[src/hw/rcp_consts.svh]
`ifndef RCP_CONSTS_SVH
`define RCP_CONSTS_SVH

// Clock period in nanoseconds (250 MHz core clock).
`define RCP_CLK_PERIOD_NS      32'h0000_0004
// Debounce settle time in microseconds (5000).
`define RCP_DEBOUNCE_US        32'h0000_1388
// Settle time as a cycle count; working in nanoseconds keeps the product inside 32 bits.
`define RCP_DEBOUNCE_CYCLES    ((`RCP_DEBOUNCE_US * 32'h0000_03E8) / `RCP_CLK_PERIOD_NS)
// Alarm pulse time after a locked-out start press, in microseconds (100000).
`define RCP_ALARM_US           32'h0001_86A0
`define RCP_ALARM_CYCLES       ((`RCP_ALARM_US * 32'h0000_03E8) / `RCP_CLK_PERIOD_NS)
`define RCP_CNT_W              32
`define RCP_CNT_ONE            32'h0000_0001
`define RCP_CNT_ZERO           32'h0000_0000
`define RCP_PROG_NONE          2'h0
`define RCP_PROG_ONE           2'h1
`define RCP_PROG_TWO           2'h2
`define RCP_PROG_THREE         2'h3

`endif

[src/hw/rcp_pkg.sv]
package rcp_pkg;
   typedef logic [1:0] rcp_prog_t;

   typedef enum logic [2:0] {
      RCP_IDLE = 3'h1,
      RCP_RUN  = 3'h2,
      RCP_ERR  = 3'h4
   } rcp_state_e;
endpackage

[src/hw/rcp_filt_if.sv]
`timescale 1ns/1ps
interface rcp_filt_if;
   logic raw;
   logic clean;
   logic rise;
   logic fall;

   modport filt (
      input  raw,
      output clean,
      output rise,
      output fall
   );
   modport user (
      output raw,
      input  clean,
      input  rise,
      input  fall
   );
endinterface

[src/hw/rcp_debounce.sv]
`timescale 1ns/1ps
`include "rcp_consts.svh"
module rcp_debounce #(
   parameter logic [`RCP_CNT_W-1:0] SETTLE = `RCP_DEBOUNCE_CYCLES
) (
   input  wire logic  core_clk,
   input  wire logic  nrst,
   rcp_filt_if.filt   f
);
   logic                  s1_q, s1_d;
   logic                  s2_q, s2_d;
   logic                  cl_q, cl_d;
   logic                  rise_q, rise_d;
   logic                  fall_q, fall_d;
   logic [`RCP_CNT_W-1:0] cnt_q, cnt_d;

   always_comb begin
      s1_d   = f.raw;
      s2_d   = s1_q;
      cl_d   = cl_q;
      rise_d = 1'b0;
      fall_d = 1'b0;
      cnt_d  = `RCP_CNT_ZERO;
      // Only the second stage is looked at; the first may be metastable.
      if (s2_q != cl_q) begin // RULE9
         if (cnt_q >= SETTLE - `RCP_CNT_ONE) begin
            cl_d   = s2_q;
            rise_d = s2_q;
            fall_d = ~s2_q;
         end else begin
            cnt_d = cnt_q + `RCP_CNT_ONE;
         end
      end
   end

   always_ff @(posedge core_clk or negedge nrst) begin
      if (!nrst) begin
         s1_q   <= 1'b0;
         s2_q   <= 1'b0;
         cl_q   <= 1'b0;
         rise_q <= 1'b0;
         fall_q <= 1'b0;
         cnt_q  <= `RCP_CNT_ZERO;
      end else begin
         s1_q   <= s1_d;
         s2_q   <= s2_d;
         cl_q   <= cl_d;
         rise_q <= rise_d;
         fall_q <= fall_d;
         cnt_q  <= cnt_d;
      end
   end

   assign f.clean = cl_q;
   assign f.rise  = rise_q;
   assign f.fall  = fall_q;
endmodule

[src/hw/rcp_remote_ctrl.sv]
// Summary of operation
// RULE1: Contact inputs act only when mode enabled.
// RULE2: Remote mode blocks front-panel start button.
// RULE3: Locked press shows message, alarms, keeps state.
// RULE4: Contacts start and stop one of three programs.
// RULE5: First select line alone picks program one.
// RULE6: Second select line alone picks program two; code keeps program three when only it stays closed after both were closed.
// RULE7: Both select lines together pick program three; code picks program one when the second line opens before the first.
// RULE8: In error, reset button or contact resets.
// RULE9: Inputs synchronised, debounced, selects sampled together.
`timescale 1ns/1ps
`include "rcp_consts.svh"
module rcp_remote_ctrl #(
   parameter logic [`RCP_CNT_W-1:0] DEBOUNCE_CYCLES = `RCP_DEBOUNCE_CYCLES,
   parameter logic [`RCP_CNT_W-1:0] ALARM_CYCLES    = `RCP_ALARM_CYCLES
) (
   input  wire logic        core_clk,
   input  wire logic        nrst,
   input  wire logic        remote_mode_en,
   input  wire logic        onoff_contact,
   input  wire logic        sel_one_contact,
   input  wire logic        sel_two_contact,
   input  wire logic        panel_start_btn,
   input  wire logic        panel_reset_btn,
   input  wire logic        panel_stop_btn,
   input  wire logic        error_flag,
   input  wire logic        panel_run_req,
   output logic             prog_run,
   output logic [1:0]       prog_select,
   output logic             stored_program_one,
   output logic             stored_program_two,
   output logic             stored_program_three,
   output logic             remote_lock_message,
   output logic             alarm,
   output logic             system_reset
);
   rcp_filt_if onoff_f ();
   rcp_filt_if sel1_f ();
   rcp_filt_if sel2_f ();

   assign onoff_f.raw = onoff_contact;
   assign sel1_f.raw  = sel_one_contact;
   assign sel2_f.raw  = sel_two_contact;

   rcp_debounce #(.SETTLE(DEBOUNCE_CYCLES)) u_onoff (
      .core_clk (core_clk),
      .nrst     (nrst),
      .f        (onoff_f.filt)
   );
   rcp_debounce #(.SETTLE(DEBOUNCE_CYCLES)) u_sel1 (
      .core_clk (core_clk),
      .nrst     (nrst),
      .f        (sel1_f.filt)
   );
   rcp_debounce #(.SETTLE(DEBOUNCE_CYCLES)) u_sel2 (
      .core_clk (core_clk),
      .nrst     (nrst),
      .f        (sel2_f.filt)
   );

   rcp_pkg::rcp_state_e   st_q, st_d;
   rcp_pkg::rcp_prog_t    prog_q, prog_d;
   rcp_pkg::rcp_prog_t    pend_q, pend_d;
   logic                  start_prev_q, start_prev_d;
   logic [`RCP_CNT_W-1:0] alm_q, alm_d;
   logic                  lock_q, lock_d;
   logic                  alarm_q, alarm_d;
   logic                  rst_q, rst_d;
   logic                  p1_q, p1_d;
   logic                  p2_q, p2_d;
   logic                  p3_q, p3_d;
   logic                  run_q, run_d;
   logic                  start_press;
   logic                  any_sel;

   assign start_press = panel_start_btn & ~start_prev_q;
   assign any_sel     = sel1_f.clean | sel2_f.clean;

   always_comb begin
      st_d         = st_q;
      prog_d       = prog_q;
      pend_d       = pend_q;
      start_prev_d = panel_start_btn;
      alm_d        = alm_q;
      lock_d       = lock_q;
      alarm_d      = alarm_q;
      rst_d        = 1'b0;

      // Program three is held while only the second line stays closed, so a
      // closure whose halves open apart still reads as one unless the second opens first.
      if (remote_mode_en && any_sel) begin // RULE9
         pend_d = {sel2_f.clean, sel1_f.clean}; // RULE7
         if (sel1_f.clean && !sel2_f.clean) begin
            pend_d = `RCP_PROG_ONE; // RULE5
         end else if (sel2_f.clean && !sel1_f.clean && pend_q != `RCP_PROG_THREE) begin
            pend_d = `RCP_PROG_TWO; // RULE6
         end else if (sel1_f.clean && sel2_f.clean) begin
            pend_d = `RCP_PROG_THREE; // RULE7
         end else begin
            pend_d = pend_q;
         end
      end else if (remote_mode_en && pend_q != `RCP_PROG_NONE && st_q != rcp_pkg::RCP_RUN) begin
         prog_d = pend_q; // RULE4
         pend_d = `RCP_PROG_NONE;
      end else begin
         pend_d = `RCP_PROG_NONE;
      end

      case (st_q)
         rcp_pkg::RCP_IDLE: begin
            if (error_flag) begin
               st_d = rcp_pkg::RCP_ERR;
            end else if (remote_mode_en) begin // RULE1
               if (onoff_f.rise && prog_q != `RCP_PROG_NONE) begin
                  st_d = rcp_pkg::RCP_RUN; // RULE4
               end
            end else if (panel_run_req) begin
               st_d = rcp_pkg::RCP_RUN;
            end
         end
         rcp_pkg::RCP_RUN: begin
            if (error_flag) begin
               st_d = rcp_pkg::RCP_ERR;
            end else if (remote_mode_en && onoff_f.fall) begin // RULE1
               st_d = rcp_pkg::RCP_IDLE; // RULE4
            end else if (panel_stop_btn) begin
               st_d = rcp_pkg::RCP_IDLE;
            end
         end
         rcp_pkg::RCP_ERR: begin
            if (panel_reset_btn ||
                (remote_mode_en && (onoff_f.rise || onoff_f.fall))) begin
               rst_d = 1'b1; // RULE8
               st_d  = rcp_pkg::RCP_IDLE;
            end
         end
         default: st_d = rcp_pkg::RCP_IDLE;
      endcase

      // The lockout leaves the run state untouched so the unit returns to
      // where it was once the message times out.
      if (remote_mode_en && start_press) begin // RULE2
         lock_d  = 1'b1; // RULE3
         alarm_d = 1'b1; // RULE3
         alm_d   = ALARM_CYCLES;
      end else if (alm_q != `RCP_CNT_ZERO) begin
         alm_d = alm_q - `RCP_CNT_ONE;
      end else begin
         lock_d  = 1'b0; // RULE3
         alarm_d = 1'b0;
      end

      p1_d = (prog_d == `RCP_PROG_ONE);
      p2_d = (prog_d == `RCP_PROG_TWO);
      p3_d = (prog_d == `RCP_PROG_THREE);
      run_d = (st_d == rcp_pkg::RCP_RUN);
   end

   always_ff @(posedge core_clk or negedge nrst) begin
      if (!nrst) begin
         st_q         <= rcp_pkg::RCP_IDLE;
         prog_q       <= `RCP_PROG_NONE;
         pend_q       <= `RCP_PROG_NONE;
         start_prev_q <= 1'b0;
         alm_q        <= `RCP_CNT_ZERO;
         lock_q       <= 1'b0;
         alarm_q      <= 1'b0;
         rst_q        <= 1'b0;
         p1_q         <= 1'b0;
         p2_q         <= 1'b0;
         p3_q         <= 1'b0;
         run_q        <= 1'b0;
      end else begin
         st_q         <= st_d;
         prog_q       <= prog_d;
         pend_q       <= pend_d;
         start_prev_q <= start_prev_d;
         alm_q        <= alm_d;
         lock_q       <= lock_d;
         alarm_q      <= alarm_d;
         rst_q        <= rst_d;
         p1_q         <= p1_d;
         p2_q         <= p2_d;
         p3_q         <= p3_d;
         run_q        <= run_d;
      end
   end

   assign prog_run             = run_q;
   assign prog_select          = prog_q;
   assign stored_program_one   = p1_q;
   assign stored_program_two   = p2_q;
   assign stored_program_three = p3_q;
   assign remote_lock_message  = lock_q;
   assign alarm                = alarm_q;
   assign system_reset         = rst_q;
endmodule

[config.mk]
export PLATFORM = sky130hd
export DESIGN_NAME = rcp_remote_ctrl
export DESIGN_NICKNAME = d
export VERILOG_FILES = /design/src/hw/rcp_pkg.sv /design/src/hw/rcp_filt_if.sv /design/src/hw/rcp_debounce.sv /design/src/hw/rcp_remote_ctrl.sv
export VERILOG_INCLUDE_DIRS = /design/src /design/src/hw
export SDC_FILE = /design/constraint.sdc
export NUM_CORES = 1
export LEC_CHECK = 0
export BUFFER_PORTS_ARGS = -buffer_cell sky130_fd_sc_hd__buf_2
export CAP_MARGIN = 15
export CORE_MARGIN = 2
export CORE_UTILIZATION = 59
export CTS_CLUSTER_DIAMETER = 100
export DETAILED_ROUTE_END_ITERATION = 10
export PLACE_DENSITY = 0.77
export SLEW_MARGIN = 20
export SYNTH_ARGS = -nofsm -noshare
export SYNTH_HDL_FRONTEND = slang
export SYNTH_SLANG_ARGS = --single-unit
[constraint.sdc]
create_clock -name core_clk -period 3.15 [get_ports core_clk]
set_clock_uncertainty 0.15 [all_clocks]
set_input_delay 0 -clock core_clk [delete_from_list [all_inputs] [get_ports core_clk]]
set_output_delay 0 -clock core_clk [all_outputs]
set_load 0.03 [all_outputs]
==> results of run 1 <==
logic make-up after synthesis:
group                    Yosys count  synth area share (%)
AND/OR/NAND/NOR                  300                  23.1
adder cells (fa/ha/maj)            4                 0.744
flip-flops                       153                  56.9
AO/OA/AOI/OAI                     77                  7.77
multiplexers                       5                 0.799
XOR/XNOR                          66                  8.59
buffers and inverters             34                  2.04
other                              1                0.0557
metrics by stage:
step           utilization, %  hold WS (ps)  std cells
6_report                 69.5          64.3        866
5_1_grt                  69.5          79.0        866
4_1_cts                  69.5          59.4        866
2_1_floorplan               -          -446        672
3_3_place_gp             63.2         -40.8        824
3_5_place_dp             63.2         -35.5        824
cells in the final DEF, fill, tap and decap left out, types with 4 or more instances in the layout:
master	netlist	layout
a211oi_1	5	5
a21oi_1	16	16
a31oi_1	4	4
and3_1	6	6
and4_1	6	6
buf_2	2	18
buf_4	2	7
clkbuf_16	0	17
conb_1	1	33
dfrtp_1	152	152
dlygate4sd3_1	0	12
ha_1	4	4
inv_1	16	16
nand2_1	33	33
nand3_1	34	34
nand4_1	20	20
nor2_1	107	107
nor3_1	23	23
nor4_1	16	16
o211ai_1	7	7
o21ai_0	15	15
o31ai_1	8	8
or2_2	4	4
or3_1	15	15
or4_1	9	9
xnor2_1	28	28
xor2_1	38	38
worst max-delay path: cells and delay by family, from the launching register on:
family | cells | cell delay (ps)
simple gates | 3 | 1560
compound gates | 2 | 470
flops | 1 | 420
layer usage:
metal	wire length [microns]	global-route usage (%)	vias up
met4	184	8.75	0
met3	421	6.78	18
met5	0	0	-
met2	6950	40.4	70
li1	-	-	2386
met1	6040	30.5	2463
flip-flops by register name (all words and copies together), names as in the netlist, 2 cells and up:
register,count
alm_q,32
u_onoff.cnt_q,32
prog_select,2
u_sel2.cnt_q,32
pend_q,2
u_sel1.cnt_q,32
st_q,3
final cells by class:
class	instances	area share, %
well taps	143	2.28
flip-flops and latches	153	48.9
multi-input cells	485	36.8
repair buffers	39	3.75
clock inverters	10	1.85
inverters	16	0.766
clock buffers	20	5.70
power groups by stage:
stage          clock network, mW  logic [mW]  registers (mW)
3_5_place_dp                   0       0.423            2.23
2_1_floorplan                  0       0.264            2.24
6_report                    2.05       0.442            2.20
4_1_cts                     2.08       0.441            2.20
5_1_grt                     2.17       0.498            2.22
3_3_place_gp                   0       0.404            2.22
path summary, 6_finish.rpt:
check	startpoint	to	slack, ps
max	alm_q[6]	alm_q[21]	390
min	nrst	alm_q[2]	60
max reg2reg	alm_q[6]	alm_q[21]	390
min reg2reg	u_onoff.s1_q	u_onoff.s2_q	190
max in group asynchronous	nrst	st_q[0]	1970
min in group core_clk	sel_two_contact	u_sel2.s1_q	70
==> results_dict.tcl, run 1 <==
set metrics [dict create \
    cts_tree "yes" \
    flow.area_growth_from_synthesis_pct 16.5 \
    die_height_microns 111 \
    antennaDiodeCount 0 \
    timing.critical_path.slowest_stage_cell "or4_4" \
    final_min_period_over_clock_period_pct 87.6 \
    internal_power_mw 3.52 \
    power.leakage_nw 3.24 \
    ant_nets 0 \
    via_count 4937 \
    cpPeakStageDelay_ps 580 \
    vias_in_the_first_global_route 5188 \
    final.fill_count 805 \
    placeableCoreArea_sq_um 11300 \
    max_h_tree_level 4 \
    switching_power_mw 1.17 \
    cts.sinks 153 \
    timing.fmax_mhz 362 \
    yosysUniqueCellTypes 57 \
    postLayoutCellArea_sq_um 7840 \
    synthFlopType "dfrtp_1" \
    post-synth-top-count-cell "dfrtp_1" \
    initial_utilization_pct 59.7 \
    reg2reg_depth 5 \
    drt_first_pass_iters 5 \
    die_w_microns 111 \
    syn-instance-count 640 \
    finalSetupViolations 0 \
    status "completed" \
    seq_area_frac_synth_pct 56.9 \
    wirelength_microns 13600 \
    max-cap-violations 0 \
    endpoint_kind "register" \
    clock_path_buffers 2 \
    setup_ws_ps 390 \
    netlist_top_cells_count "dfrtp_1 (152), nor2_1 (107), xor2_1 (38), nand3_1 (34), nand2_1 (33)" \
    grt_first_pass_wirelength_microns 24000 \
    worst_slew_pin_slew_ps 855 \
    pre_cts_ws_ps 405 \
    gp_congestion 0.879 \
    crit_type "reg2reg" \
    cts_inserted_buffers 17 \
    synth-edff-count 0 \
    io-pin-count 20 \
    regArea_sq_um 3830 \
    detail_route.iter0.violations 363 \
    postCtsSetupBuffers 0 \
    layout_min_cycle_time_ps 2760 \
    critPathRequiredTime_ps 3270 \
    tns_ps 0 \
    final_hold_violations 0 \
    post_cts_hold_buffer_count 12 \
    cts.clk_slew.worst_paths_ps 60 \
    multiInputGateArea_sq_um 2880 \
    grt_antenna_before_repair 0 \
    detail_route.drc_violations 0 \
    detailed_place.area_sq_um 7130 \
    setup_repair_after_global_routing_missed_its_margin "false" \
    placementRows 39 \
    pwr-share-comb_pct 9.4 \
    yosys_register_bits 153 \
    final_layout_size_suffix_gt1_share_pct 11.1 \
    die_area_sq_um 12300 \
    ys.warnings.count 0 \
    globalRouteOverflowTotal 0 \
    power.density_cell_area_nw_per_um2 599 \
    gates_resized_cts_repair 0 \
    worstSkewPairLatency_ps 420 \
    placement.io_buffers 19 \
    start_kind "register" \
    synth_area_per_cell_sq_um 10.5 \
    worst-endpoint-arrival_ps 2880 \
    leading_cell_types_by_total_area_after_synthesis "dfrtp_1 (57%), nor2_1 (6.0%), xor2_1 (4.9%)" \
    max-slew-margin-rel_pct 43.0 \
    totalPowerFinal_mw 4.69 \
    route.detailed.wl_per_inst_microns 15.7 \
    synth_top_area_share_pct 56.5 \
    dp.final_hpwl_microns 8590 \
    global_route.usage.total_pct 24.2 \
    synth_area_sq_um 6730 \
    num-nets-final 727 \
    synthDominantAreaCellType "dfrtp_1" \
    switching_share_pct 24.9 \
    crit_path_cell_trace "or4_4 -> nor4_1 -> nand3_1 -> a311oi_1 -> a41oi_1" \
    clkPwrFrac_pct 43.6 \
    vdd_drop_max_uv 616 \
    avgViaCountPerCell 5.70 \
    power.share.sequential_pct 47.0 \
    worstHoldPathType "in2async" \
    clockRootBuffer "clkbuf_16" \
    grt_start_max_net_pins 90 \
    synth-async-reset-ratio_pct 100 \
    critPathMaxFanout 12 \
    finalMaxSlewViolations 0 \
]
Power figures use the tool's default switching activity.
==> run 2, diff against run 1 <==
--- a/config.mk
+++ b/config.mk
@@ -6,13 +6,15 @@
 export SDC_FILE = /design/constraint.sdc
 export NUM_CORES = 1
 export LEC_CHECK = 0
+export ABC_AREA = 1
 export BUFFER_PORTS_ARGS = -buffer_cell sky130_fd_sc_hd__buf_2
 export CAP_MARGIN = 15
 export CORE_MARGIN = 2
 export CORE_UTILIZATION = 59
 export CTS_CLUSTER_DIAMETER = 100
 export DETAILED_ROUTE_END_ITERATION = 10
-export PLACE_DENSITY = 0.77
+export PLACE_DENSITY = 0.88
+export SKIP_CTS_REPAIR_TIMING = 1
 export SLEW_MARGIN = 20
 export SYNTH_ARGS = -nofsm -noshare
 export SYNTH_HDL_FRONTEND = slang
==> results_dict.tcl, run 2 <==
set metrics [dict create \
    status "completed" \
    drt_first_pass_iters 7 \
    power.leakage_nw 3.93 \
    tns_ps 0 \
    post-synth-top-count-cell "nor2_1" \
    worstSkewPairLatency_ps 430 \
    synth-edff-count 0 \
    route.detailed.wl_per_inst_microns 13.4 \
    critPathMaxFanout 21 \
    synthFlopType "dfrtp_1" \
    finalMaxSlewViolations 0 \
    regArea_sq_um 3830 \
    layout_common_cells "nor2_1 (238), nand2_1 (221), dfrtp_1 (152), inv_1 (83), nand3_1 (73)" \
    max-cap-violations 0 \
    start_kind "register" \
    critPathBufInv 0 \
    detailed_place.area_sq_um 7860 \
    cts.sinks 153 \
    vias_in_the_first_global_route 6005 \
    die_area_sq_um 13500 \
    vdd_drop_max_uv 472 \
    leading_cell_types_by_total_area_after_synthesis "dfrtp_1 (51%), nor2_1 (12%), nand2_1 (11%)" \
    synth_top_area_share_pct 51.0 \
    placeableCoreArea_sq_um 12500 \
    min_path_cells 5 \
    reg2reg_depth 8 \
    worst_min_delay_path_startpoint "panel_run_req" \
    dp.final_hpwl_microns 10400 \
    via_count 6308 \
    layout_min_cycle_time_ps 2250 \
    power.density_cell_area_nw_per_um2 583 \
    final_hold_violations 0 \
    synth-async-reset-ratio_pct 100 \
    die_w_microns 116 \
    seq_area_frac_synth_pct 51.4 \
    antennaDiodeCount 0 \
    critPathRequiredTime_ps 3340 \
    global_route.usage.total_pct 26.5 \
    totalPowerFinal_mw 5.03 \
    netlist_top_cells_count "nor2_1 (238), nand2_1 (221), dfrtp_1 (152), inv_1 (83), nand3_1 (73)" \
    cts_inserted_buffers 17 \
    cts_tree "yes" \
    worst_slew_pin_slew_ps 804 \
    worstHoldPathType "in2reg" \
    worst-endpoint-arrival_ps 2430 \
    timing.critical_path.slowest_stage_cell "nand3_1" \
    ant_nets 0 \
    setup_repair_after_global_routing_missed_its_margin "false" \
    detail_route.iter0.violations 422 \
    final_layout_size_suffix_gt1_share_pct 7.74 \
    clockRootBuffer "clkbuf_16" \
    globalRouteOverflowTotal 0 \
    clock_path_buffers 2 \
    endpoint_kind "register" \
    io-pin-count 20 \
    finalSetupViolations 0 \
    max-slew-margin-rel_pct 46.4 \
    gp_congestion 0.900 \
    reg2reg_slack_ps 900 \
    timing.fmax_mhz 445 \
    cts.clk_slew.worst_paths_ps 70 \
    crit_start "u_sel1.cnt_q[0]" \
    crit_type "reg2reg" \
    synthDominantAreaCellType "dfrtp_1" \
    num-nets-final 1035 \
    place_inst 1162 \
    die_height_microns 116 \
    flow.area_growth_from_synthesis_pct 15.8 \
    max_h_tree_level 4 \
    synth_area_per_cell_sq_um 7.88 \
    synth_area_sq_um 7450 \
    final_common_cell "nor2_1" \
    crit_path_cell_trace "ha_1 -> nand3_1 -> a21oi_1 -> nand2_1 -> nand2_1 -> nand2_1 -> nand3_1 -> nor2_1" \
    grt_first_pass_wirelength_microns 27500 \
    detail_route.drc_violations 0 \
    grt_antenna_before_repair 0 \
    placement.io_buffers 19 \
    yosys_register_bits 153 \
    wirelength_microns 16100 \
    multiInputGateArea_sq_um 3330 \
    final_min_period_over_clock_period_pct 71.4 \
    finish.cell_count_without_fillers 1205 \
    ys.warnings.count 0 \
    path_depth 8 \
    most_used_cell_along_the_critical_path "nand2_1" \
    avgViaCountPerCell 5.23 \
    grt_start_max_net_pins 92 \
    final.fill_count 945 \
    cpPeakStageDelay_ps 550 \
    crit_family "simple AND/OR/NAND/NOR gates" \
    yosysUniqueCellTypes 39 \
    placementRows 41 \
    initial_utilization_pct 59.8 \
    syn-instance-count 946 \
    crit-reg2reg-launch "u_sel1.cnt_q[0]" \
    postLayoutCellArea_sq_um 8630 \
]
-- run 2: worst register-to-register path, delay by kind of cell, from the launching register on --
family / cells / cell delay [ps]
adder cells (fa/ha/maj): 1 / 260
AND/OR/NAND/NOR: 6 / 1210
AO/OA/AOI/OAI: 1 / 90
flip-flops: 1 / 450
-- run 2: final cells by class --
class                      instances  share of cell area [%]
tap                              172                    2.49
multi-input combinational        722                    38.6
timing repair buffer              35                    2.89
clock inverter                    14                    2.54
clock buffer                      18                    5.09
sequential                       153                    44.4
inverter                          91                    3.97
-- run 2: final timing paths --
path | end
worst max-delay path | u_sel1.cnt_q[13]
worst min-delay path | prog_run
worst max register to register | u_sel1.cnt_q[13]
worst min register to register | u_onoff.s2_q
max in group asynchronous | st_q[0]
min in group asynchronous | u_sel2.cnt_q[1]
-- run 2: kinds of logic (layout without fill, tap and decap cells) --
logic type	count (synthesis)	count (layout)	synth area share [%]
other	1	33	0.0503
xor gates and xnor gates	51	51	5.99
adders and majority gates	4	4	0.672
AOI/OAI and AO/OA	38	38	2.84
and+or+nand+nor	596	596	33.6
DFF	153	153	51.4
buffers and inverters	103	158	5.47
-- run 2: where the power goes --
group          switching (mW)  total (mW)  internal (mW)
combinational           0.382       0.567          0.185
sequential              0.104        2.20           2.10
clock                   0.829        2.26           1.43
total                    1.31        5.03           3.71
-- run 2: per-layer routing --
metal  part of all wire, %  routed length, microns  track usage [%]  vias to the layer above
met2                    50                    8060             44.5                      188
li1                      -                       -                -                     3091
met3                   4.7                     763             5.76                       47
met4                   3.0                     483             11.8                        0
met5                     0                       0                0                        -
met1                    42                    6800             33.1                     2982
-- run 2: per-stage QoR --
stage	util (%)	worst slack (ps)	hold WS, ps
final	69.2	902	41.8
after global routing	69.2	607	49.2
after CTS	68.3	885	-491
after detailed placement	63.1	916	-40.3
after global placement	63.1	997	-41.2
after floorplan	-	1320	-446
